File: src/hdl/tbr_pkg.sv
// constants and types for the trace buffer item readout
// Function
// - data read shows oldest item, then advances
// - writes to data read register ignored
// - item is 18 bits, resets to zero
// - wide entities span consecutive items, repeated reads
// - complete item1: cycle count, status 17-19
// - complete item2: status, destination register, written
// - complete item3: exception, load/store, enables, data
// - complete items4-5: data, address or instruction
// - complete items6-8: address, program counter
// - branch item: tag 00, count, leftmost outcomes
// - zero-branch item emitted on flush, reader discards
// - counter record: two items tagged 01
// - read limit is sampled count in status
// - level selects item format
package tbr_pkg;

  localparam int ITEM_W     = 18;
  localparam int FIFO_DEPTH = 16;
  localparam int CTRL_W     = 22;
  localparam int SEQ_MAX    = 8;
  localparam int BR_MAX     = 12;

  // debug port register select codes
  localparam logic [7:0] CMD_TRACE_CONTROL = 8'h61;
  localparam logic [7:0] CMD_TRACE_COMMAND = 8'h62;
  localparam logic [7:0] CMD_TRACE_STATUS  = 8'h63;
  localparam logic [7:0] CMD_TRACE_READ    = 8'h66;

  // trace command bits
  localparam int TCMD_CLEAR  = 3;
  localparam int TCMD_START  = 2;
  localparam int TCMD_STOP   = 1;
  localparam int TCMD_SAMPLE = 0;

  // trace control and status fields
  localparam int CTRL_LEVEL_LO = 4;
  localparam int STAT_STARTED  = 17;
  localparam int STAT_OVERFLOW = 16;

  // item tags in bits 17:16
  localparam logic [1:0] TAG_BRANCH = 2'h0;
  localparam logic [1:0] TAG_PC     = 2'h1;

  // reset values
  localparam logic [ITEM_W-1:0] ITEM_RESET  = 18'h00000;
  localparam logic [CTRL_W-1:0] CTRL_RESET  = 22'h000000;
  localparam logic [15:0]       COUNT_RESET = 16'h0000;

  typedef enum logic [1:0]
  {
    TBR_LVL_COMPLETE = 2'b00,
    TBR_LVL_FLOW     = 2'b01,
    TBR_LVL_EVENT    = 2'b10,
    TBR_LVL_FLOW_CYC = 2'b11
  } tbr_level_t;

endpackage

File: src/hdl/tbr_fifo.sv
// flip-flop fifo with valid/ready on both sides and a synchronous flush
module tbr_fifo
#(
  parameter int WIDTH = 18,
  parameter int DEPTH = 16
)
(
  // clock and reset
  input  wire logic                     clk_sys,
  input  wire logic                     rst_n,
  input  wire logic                     flush,
  // fill side
  input  wire logic                     in_valid,
  output logic                          in_ready,
  input  wire logic [WIDTH-1:0]         in_data,
  // drain side
  output logic                          out_valid,
  input  wire logic                     out_ready,
  output logic      [WIDTH-1:0]         out_data,
  // occupancy
  output logic      [$clog2(DEPTH):0]   count
);
  localparam int AW = $clog2(DEPTH);

  logic [WIDTH-1:0] mem [DEPTH];
  logic [AW-1:0]    wr_ptr;
  logic [AW-1:0]    rd_ptr;
  logic [AW-1:0]    next_wr_ptr;
  logic [AW-1:0]    next_rd_ptr;
  logic [AW:0]      next_count;
  logic             do_push;
  logic             do_pop;

  always_comb
  begin
    in_ready    = (count != DEPTH[AW:0]);
    out_valid   = (count != '0);
    out_data    = mem[rd_ptr];
    do_push     = in_valid && in_ready;
    do_pop      = out_valid && out_ready;
    next_wr_ptr = wr_ptr + AW'(do_push);
    next_rd_ptr = rd_ptr + AW'(do_pop);
    next_count  = count + (AW+1)'(do_push) - (AW+1)'(do_pop);
    if (flush)
    begin
      next_wr_ptr = '0;
      next_rd_ptr = '0;
      next_count  = '0;
    end
  end

  always_ff @(posedge clk_sys)
  begin
    if (!rst_n)
    begin
      wr_ptr <= '0;
      rd_ptr <= '0;
      count  <= '0;
    end
    else
    begin
      wr_ptr <= next_wr_ptr;
      rd_ptr <= next_rd_ptr;
      count  <= next_count;
    end
  end

  // storage has no reset; only written entries are ever read
  always_ff @(posedge clk_sys)
  begin
    if (do_push && !flush)
    begin
      mem[wr_ptr] <= in_data;
    end
  end

endmodule

File: src/hdl/tbr_readout.sv
// trace buffer: item packing, 16-item buffer and debug port readout
module tbr_readout
(
  // clock and reset
  input  wire logic                      clk_sys,
  input  wire logic                      rst_n,
  // debug register port
  input  wire logic [7:0]                dbg_cmd,
  input  wire logic                      dbg_rd,
  input  wire logic                      dbg_wr,
  input  wire logic [tbr_pkg::CTRL_W-1:0] dbg_wdata,
  output logic      [tbr_pkg::ITEM_W-1:0] dbg_rdata,
  // per-instruction trace from the pipeline
  input  wire logic                      trc_retire,
  input  wire logic [14:0]               trc_cycles,
  input  wire logic [31:0]               trc_msr,
  input  wire logic [4:0]                trc_dreg,
  input  wire logic                      trc_dreg_wr,
  input  wire logic [4:0]                trc_exc_kind,
  input  wire logic                      trc_exc_taken,
  input  wire logic                      trc_load,
  input  wire logic                      trc_store,
  input  wire logic [3:0]                trc_byte_en,
  input  wire logic [31:0]               trc_data,
  input  wire logic [31:0]               trc_addr,
  input  wire logic [31:0]               trc_pc,
  // program flow events from the pipeline
  input  wire logic                      trc_branch,
  input  wire logic                      trc_taken,
  input  wire logic                      trc_pc_save,
  input  wire logic                      trc_flush,
  input  wire logic                      trc_cyc_ovf,
  output logic                           trc_ready,
  // trace state
  output logic                           trace_started
);
  import tbr_pkg::*;

  localparam int CW = $clog2(FIFO_DEPTH) + 1;

  // control and status state
  logic [CTRL_W-1:0] ctrl;
  logic [CTRL_W-1:0] next_ctrl;
  logic              started;
  logic              next_started;
  logic              overflow;
  logic              next_overflow;
  logic [15:0]       sampled;
  logic [15:0]       next_sampled;
  logic [ITEM_W-1:0] rdata;
  logic [ITEM_W-1:0] next_rdata;
  tbr_level_t        level;

  // item sequencer and branch accumulator
  logic [ITEM_W-1:0] seq_item [SEQ_MAX];
  logic [ITEM_W-1:0] next_seq_item [SEQ_MAX];
  logic [3:0]        seq_len;
  logic [3:0]        next_seq_len;
  logic [3:0]        seq_idx;
  logic [3:0]        next_seq_idx;
  logic [3:0]        br_cnt;
  logic [3:0]        next_br_cnt;
  logic [11:0]       br_bits;
  logic [11:0]       next_br_bits;
  logic [11:0]       br_add;
  logic [ITEM_W-1:0] br_item;

  // buffer handshakes
  logic              fifo_in_ready;
  logic              fifo_out_valid;
  logic [ITEM_W-1:0] fifo_out_data;
  logic [CW-1:0]     fifo_count;
  logic              busy;
  logic              accept;
  logic              push;
  logic              pop;
  logic              cmd_wr;
  logic              clear;

  assign level         = tbr_level_t'(ctrl[CTRL_LEVEL_LO+1:CTRL_LEVEL_LO]);
  assign busy          = (seq_idx != seq_len);
  assign push          = busy && fifo_in_ready;
  // the pipeline stalls while a record drains in; a full buffer takes nothing more
  assign accept        = started && !busy && fifo_in_ready;
  assign trc_ready     = accept;
  assign trace_started = started;
  assign cmd_wr        = dbg_wr && (dbg_cmd == CMD_TRACE_COMMAND);
  assign clear         = cmd_wr && dbg_wdata[TCMD_CLEAR];
  // a pop happens only when an item exists, so an empty read leaves pointers alone
  assign pop           = dbg_rd && (dbg_cmd == CMD_TRACE_READ) && fifo_out_valid;
  assign dbg_rdata     = rdata;

  tbr_fifo
  #(
    .WIDTH (ITEM_W),
    .DEPTH (FIFO_DEPTH)
  )
  u_fifo
  (
    .clk_sys   (clk_sys),
    .rst_n     (rst_n),
    .flush     (clear),
    .in_valid  (push),
    .in_ready  (fifo_in_ready),
    .in_data   (seq_item[seq_idx[2:0]]),
    .out_valid (fifo_out_valid),
    .out_ready (pop),
    .out_data  (fifo_out_data),
    .count     (fifo_count)
  );

  // register port: control, command, status and readout
  always_comb
  begin
    next_ctrl     = ctrl;
    next_started  = started;
    next_overflow = overflow;
    next_sampled  = sampled;
    next_rdata    = rdata;
    if (dbg_wr && (dbg_cmd == CMD_TRACE_CONTROL))
    begin
      next_ctrl = dbg_wdata;
    end
    // writes addressed to the data read register match no case and change nothing
    if (cmd_wr)
    begin
      if (dbg_wdata[TCMD_CLEAR])
      begin
        next_overflow = 1'b0;
        next_sampled  = COUNT_RESET;
      end
      if (dbg_wdata[TCMD_SAMPLE])
      begin
        next_sampled = 16'(fifo_count);
      end
      if (dbg_wdata[TCMD_START])
      begin
        next_started = 1'b1;
      end
      if (dbg_wdata[TCMD_STOP])
      begin
        next_started = 1'b0;
      end
    end
    // trace stops by itself once the buffer is full
    if (started && !fifo_in_ready)
    begin
      next_started = 1'b0;
    end
    // overflow event wins over a clear in the same cycle
    if (started && trc_cyc_ovf)
    begin
      next_overflow = 1'b1;
    end
    if (dbg_rd)
    begin
      case (dbg_cmd)
        CMD_TRACE_STATUS:
        begin
          next_rdata = {started, overflow, sampled};
        end
        CMD_TRACE_READ:
        begin
          // empty read keeps the last value; contents are undefined to the reader
          if (fifo_out_valid)
          begin
            next_rdata = fifo_out_data;
          end
        end
        default:
        begin
          next_rdata = ITEM_RESET;
        end
      endcase
    end
  end

  always_ff @(posedge clk_sys)
  begin
    if (!rst_n)
    begin
      ctrl     <= CTRL_RESET;
      started  <= 1'b0;
      overflow <= 1'b0;
      sampled  <= COUNT_RESET;
      rdata    <= ITEM_RESET;
    end
    else
    begin
      ctrl     <= next_ctrl;
      started  <= next_started;
      overflow <= next_overflow;
      sampled  <= next_sampled;
      rdata    <= next_rdata;
    end
  end

  // branch outcomes fill from the left, so the first branch is bit 11
  always_comb
  begin
    br_add  = br_bits;
    br_add[4'd11 - br_cnt] = trc_taken;
    br_item = {TAG_BRANCH, br_cnt, br_bits};
  end

  // packing of trace entities into items
  always_comb
  begin
    next_seq_item = seq_item;
    next_seq_len  = seq_len;
    next_seq_idx  = seq_idx;
    next_br_cnt   = br_cnt;
    next_br_bits  = br_bits;
    // one item leaves per cycle; the reader collects them one read each
    if (push)
    begin
      next_seq_idx = seq_idx + 4'd1;
    end
    if (accept)
    begin
      case (level)
        TBR_LVL_COMPLETE:
        begin
          if (trc_retire)
          begin
            next_seq_item[0] = {trc_cycles, trc_msr[14:12]};
            next_seq_item[1] = {trc_msr[11:0], trc_dreg, trc_dreg_wr};
            next_seq_item[2] = {trc_exc_kind, trc_exc_taken, trc_load, trc_store,
                                trc_byte_en, trc_data[31:26]};
            next_seq_item[3] = trc_data[25:8];
            next_seq_item[4] = {trc_data[7:0], trc_addr[31:22]};
            next_seq_item[5] = trc_addr[21:4];
            next_seq_item[6] = {trc_addr[3:0], trc_pc[31:18]};
            next_seq_item[7] = trc_pc[17:0];
            next_seq_len     = 4'd8;
            next_seq_idx     = 4'd0;
          end
        end
        TBR_LVL_FLOW, TBR_LVL_FLOW_CYC:
        begin
          if (trc_pc_save)
          begin
            // pending branches go out before the new counter value
            if (br_cnt != 4'd0)
            begin
              next_seq_item[0] = br_item;
              next_seq_item[1] = {TAG_PC, trc_pc[31:16]};
              next_seq_item[2] = {TAG_PC, trc_pc[15:0]};
              next_seq_len     = 4'd3;
            end
            else
            begin
              next_seq_item[0] = {TAG_PC, trc_pc[31:16]};
              next_seq_item[1] = {TAG_PC, trc_pc[15:0]};
              next_seq_len     = 4'd2;
            end
            next_seq_idx = 4'd0;
            next_br_cnt  = 4'd0;
            next_br_bits = 12'h000;
          end
          else if (trc_flush)
          begin
            // may carry zero branches; the reader drops such items
            next_seq_item[0] = br_item;
            next_seq_len     = 4'd1;
            next_seq_idx     = 4'd0;
            next_br_cnt      = 4'd0;
            next_br_bits     = 12'h000;
          end
          else if (trc_branch)
          begin
            if (br_cnt == 4'(BR_MAX - 1))
            begin
              next_seq_item[0] = {TAG_BRANCH, 4'(BR_MAX), br_add};
              next_seq_len     = 4'd1;
              next_seq_idx     = 4'd0;
              next_br_cnt      = 4'd0;
              next_br_bits     = 12'h000;
            end
            else
            begin
              next_br_cnt  = br_cnt + 4'd1;
              next_br_bits = br_add;
            end
          end
        end
        default:
        begin
          // event formats are not generated by this block
          next_seq_len = seq_len;
        end
      endcase
    end
    if (clear)
    begin
      next_seq_len = 4'd0;
      next_seq_idx = 4'd0;
      next_br_cnt  = 4'd0;
      next_br_bits = 12'h000;
    end
  end

  always_ff @(posedge clk_sys)
  begin
    if (!rst_n)
    begin
      seq_len <= 4'd0;
      seq_idx <= 4'd0;
      br_cnt  <= 4'd0;
      br_bits <= 12'h000;
      for (int i = 0; i < SEQ_MAX; i++)
      begin
        seq_item[i] <= ITEM_RESET;
      end
    end
    else
    begin
      seq_len  <= next_seq_len;
      seq_idx  <= next_seq_idx;
      br_cnt   <= next_br_cnt;
      br_bits  <= next_br_bits;
      seq_item <= next_seq_item;
    end
  end

endmodule

File: config.mk
export PLATFORM = sky130hd
export DESIGN_NAME = tbr_readout
export DESIGN_NICKNAME = d
export VERILOG_FILES = /design/src/hdl/tbr_pkg.sv /design/src/hdl/tbr_fifo.sv /design/src/hdl/tbr_readout.sv
export SDC_FILE = /design/constraint.sdc
export NUM_CORES = 1
export LEC_CHECK = 0
export BUFFER_PORTS_ARGS = -buffer_cell sky130_fd_sc_hd__buf_4
export CORE_MARGIN = 1
export CORE_UTILIZATION = 40
export CTS_CLUSTER_SIZE = 12
export DETAILED_ROUTE_END_ITERATION = 12
export SYNTH_ARGS = -nofsm -noshare
export SYNTH_HDL_FRONTEND = slang
export SYNTH_HIERARCHICAL = 1
export SYNTH_SLANG_ARGS = --single-unit
File: constraint.sdc
create_clock -name clk_sys -period 3.6 [get_ports clk_sys]
set_input_delay 0 -clock clk_sys [delete_from_list [all_inputs] [get_ports clk_sys]]
set_output_delay 0 -clock clk_sys [all_outputs]
set_load 0.01 [all_outputs]
==> flow_summary.ini <==
[grt]
antenna_found_initial = 1
grt_max_degree = 144
grt_first_pass_wirelength_um = 93100
grt_pass1_vias = 15300
grt-ovfl-total = 0
gr-usage-all-layers = 0.227

[synth]
syn_nets = 1812
ys_ff_latch = 495
synth_cells = 1595
syn_area_per_cell_um2 = 13.4
synth_cell_types = 64
synth.area.top_cells = edfxtp_1 (41%), dfxtp_1 (19%), mux4_2 (9.1%)
synth_edf_count = 288
synthesis.area_um2 = 21300
synth-main-ff-cell = edfxtp_1
ys.warnings.count = 6
synth_largest_area_cell = edfxtp_1
yosys.area.top_type_share = 0.405
ys_seq_area_frac = 0.600
async_reset_ff_frac = 0

[pwr]
power.total_mw = 12.1
ir_drop_v = 0.000325
powerDensity_nw_per_um2 = 452
p_leak_nw = 9.39

[hold_path]
hp-class = input port to register
hold_start = dbg_cmd[1]
hold_depth = 5
worstHoldEndpoint = ctrl[4]

[placement]
place_hpwl_um = 38900
port_buffers = 187
globalplace.congestion = 0.852

[status]
status = finished clean

[worst_setup_path]
ff2ff_path_depth = 14
crit_arrival_ns = 3.74
cp_slowest_stage_delay_ns = 0.64
critical_path_required_ns = 4.12
r2r_slack_ns = 0.38
worstPathCellList = inv_1 -> ha_1 -> or4b_2 -> nand3_1 -> nor2_1 -> and2_1 -> ha_1 -> inv_1 -> ha_1 -> fa_1 -> a21oi_1 -> nor2_1 -> or3_1 -> a21oi_1
startpoint = u_fifo/count[3]
crit_buf_inv = 2
reg2reg_to = u_fifo/count[4]
start_kind = register
crit_type = register to register
end_kind = register
critPathTopFamily = simple AND/OR/NAND/NOR gates
cp_max_fo = 4
cp_common_cell = ha_1
regToRegStartpoint = u_fifo/count[3]
crit_slowest_cell = or4b_2

[cells_and_area]
drive_above_1_share = 0.240
final_util = 0.507
n_antenna_cell = 0
layout_common_cells = edfxtp_1 (288), buf_4 (228), dfxtp_1 (202)
final_common_cell = edfxtp_1
finalNetCount = 2126
area_delta_synth_final_pct = 25.2

[cts]
numCtsBuffers = 52
htreeDepth = 2
cts_root_buf = clkbuf_16
post_cts_buffers = 0
cts_sinks = 495
tritoncts = done
clk_path_buf_depth = 3
path_clk_slew_ns = 0.06
clock_latency_ns = 0.60

[floorplan]
die-area_um2 = 54300
initial_core_util = 0.405
die_y_um = 233
num_rows = 84
fp.dieW_um = 233
top_level_ports = 221
design.core.area_um2 = 52700

[drt]
via_per_inst = 5.79
drcViolationCount = 0
ant_nets = 0
first_pass_iters = 7
drt-initial-drc-count = 1559
post_drt_wl_per_cell_um = 23.2
drt_wl_total_um = 61100
vias = 15300

[sta]
drv_slew = 0
period_needed_ns = 3.22
worst_slew_pin_slew_ns = 1.23
slew_headroom = 0.178
hold_slack_ns = 0.0390
final_hold_viol_count = 0
setup_viol = 0
tns_ns = 0
min_period_over_period = 0.893
fin_worst_skew_ns = 0.0123
max_freq_ghz = 0.311
rsz0062_at_grt = no

[run]
maxCapViolations = 0
[cells by family (layout without fill, tap and decap cells)]
family | count (synthesis) | after routing | share of synthesized area
and+or+nand+nor | 293 | 293 | 0.0726
DFF | 495 | 495 | 0.600
muxes | 163 | 163 | 0.146
xor gates and xnor gates | 12 | 12 | 0.00493
buffers and inverters | 158 | 509 | 0.0334
AOI/OAI and AO/OA | 458 | 458 | 0.133
adders and majority gates | 16 | 16 | 0.00973
[per-stage QoR]
step	setup slack, ns	area, um2	std cells
2_1_floorplan	0.450	21300	1595
3_3_place_gp	0.446	23400	2374
3_5_place_dp	0.399	23400	2374
4_1_cts	0.378	26700	2634
5_1_grt	0.149	26700	2634
6_report	0.385	26700	2634
[metal layers]
layer	vias to the layer above	share of wire	global-route usage	wire length [um]
met5	-	0.00015	0	9
met4	2	0.031	0.0770	1880
met3	106	0.054	0.0360	3290
met2	578	0.50	0.386	30900
met1	7635	0.41	0.293	25100
li1	6941	-	-	-
[worst reg2reg max path, delay by kind of cell, from the launching register on]
family / cells / cell delay, ns
DFF: 1 / 0.34
AOI/OAI and AO/OA: 2 / 0.28
and+or+nand+nor: 6 / 1.34
buffers and inverters: 2 / 0.13
adders and majority gates: 4 / 1.05
[repair_timing]
item	in CTS	in global routing
hold buffers	169	0
endpoints found under the setup margin	0	0
resized for setup	0	0
hold endpoints to repair	174	0
[worst max-delay path by stage]
stage	to	slack, ns	depth (start not counted)
after floorplan	u_fifo/mem[6][0]	0.45	9
after global placement	u_fifo/count[4]	0.45	14
after detailed placement	u_fifo/count[4]	0.40	14
after CTS	u_fifo/count[4]	0.38	14
after global routing	u_fifo/count[4]	0.15	16
final	u_fifo/count[4]	0.38	14
[cell usage after synthesis, drive strengths merged (7+ instances only)]
cell    number
a211oi      36
a21oi      162
a222oi       8
a22o        11
a22oi       75
a311oi      12
and2        14
buf         72
clkbuf      70
dfxtp      207
edfxtp     288
ha          15
inv         16
mux2        45
mux2i       10
mux4       108
nand2       55
nand3      109
nand3b      10
nand4       22
nor2        31
nor2b        7
nor3        13
o21ai      113
o31ai       11
xnor2        7
[final cells by class]
class                   count  area (um2)
clock buffers              72        1450
clock inverters            19         150
fillers                  4405       26000
inverters                  16        65.1
multi-input cells         942        7880
flip-flops and latches    495       12800
well taps                 688         861
repair buffers            402        3500
[state kept, by name (all words and copies together) (netlist names)]
signal and cells:
u_fifo/mem 288, seq_item 144, dbg_rdata 18, br_bits 12, sampled 5, u_fifo/count 5, br_cnt 4, seq_idx 4
u_fifo/rd_ptr 4, u_fifo/wr_ptr 4, seq_len 3, ctrl 2, overflow 1, trace_started 1
[where the power goes]
part | total (mW) | internal (mW) | switching (mW)
clock network | 5.07 | 2.87 | 2.19
registers | 6.04 | 6.00 | 0.0338
logic | 0.968 | 0.457 | 0.510
total | 12.1 | 9.33 | 2.74
(Power assumes the default switching activity.)
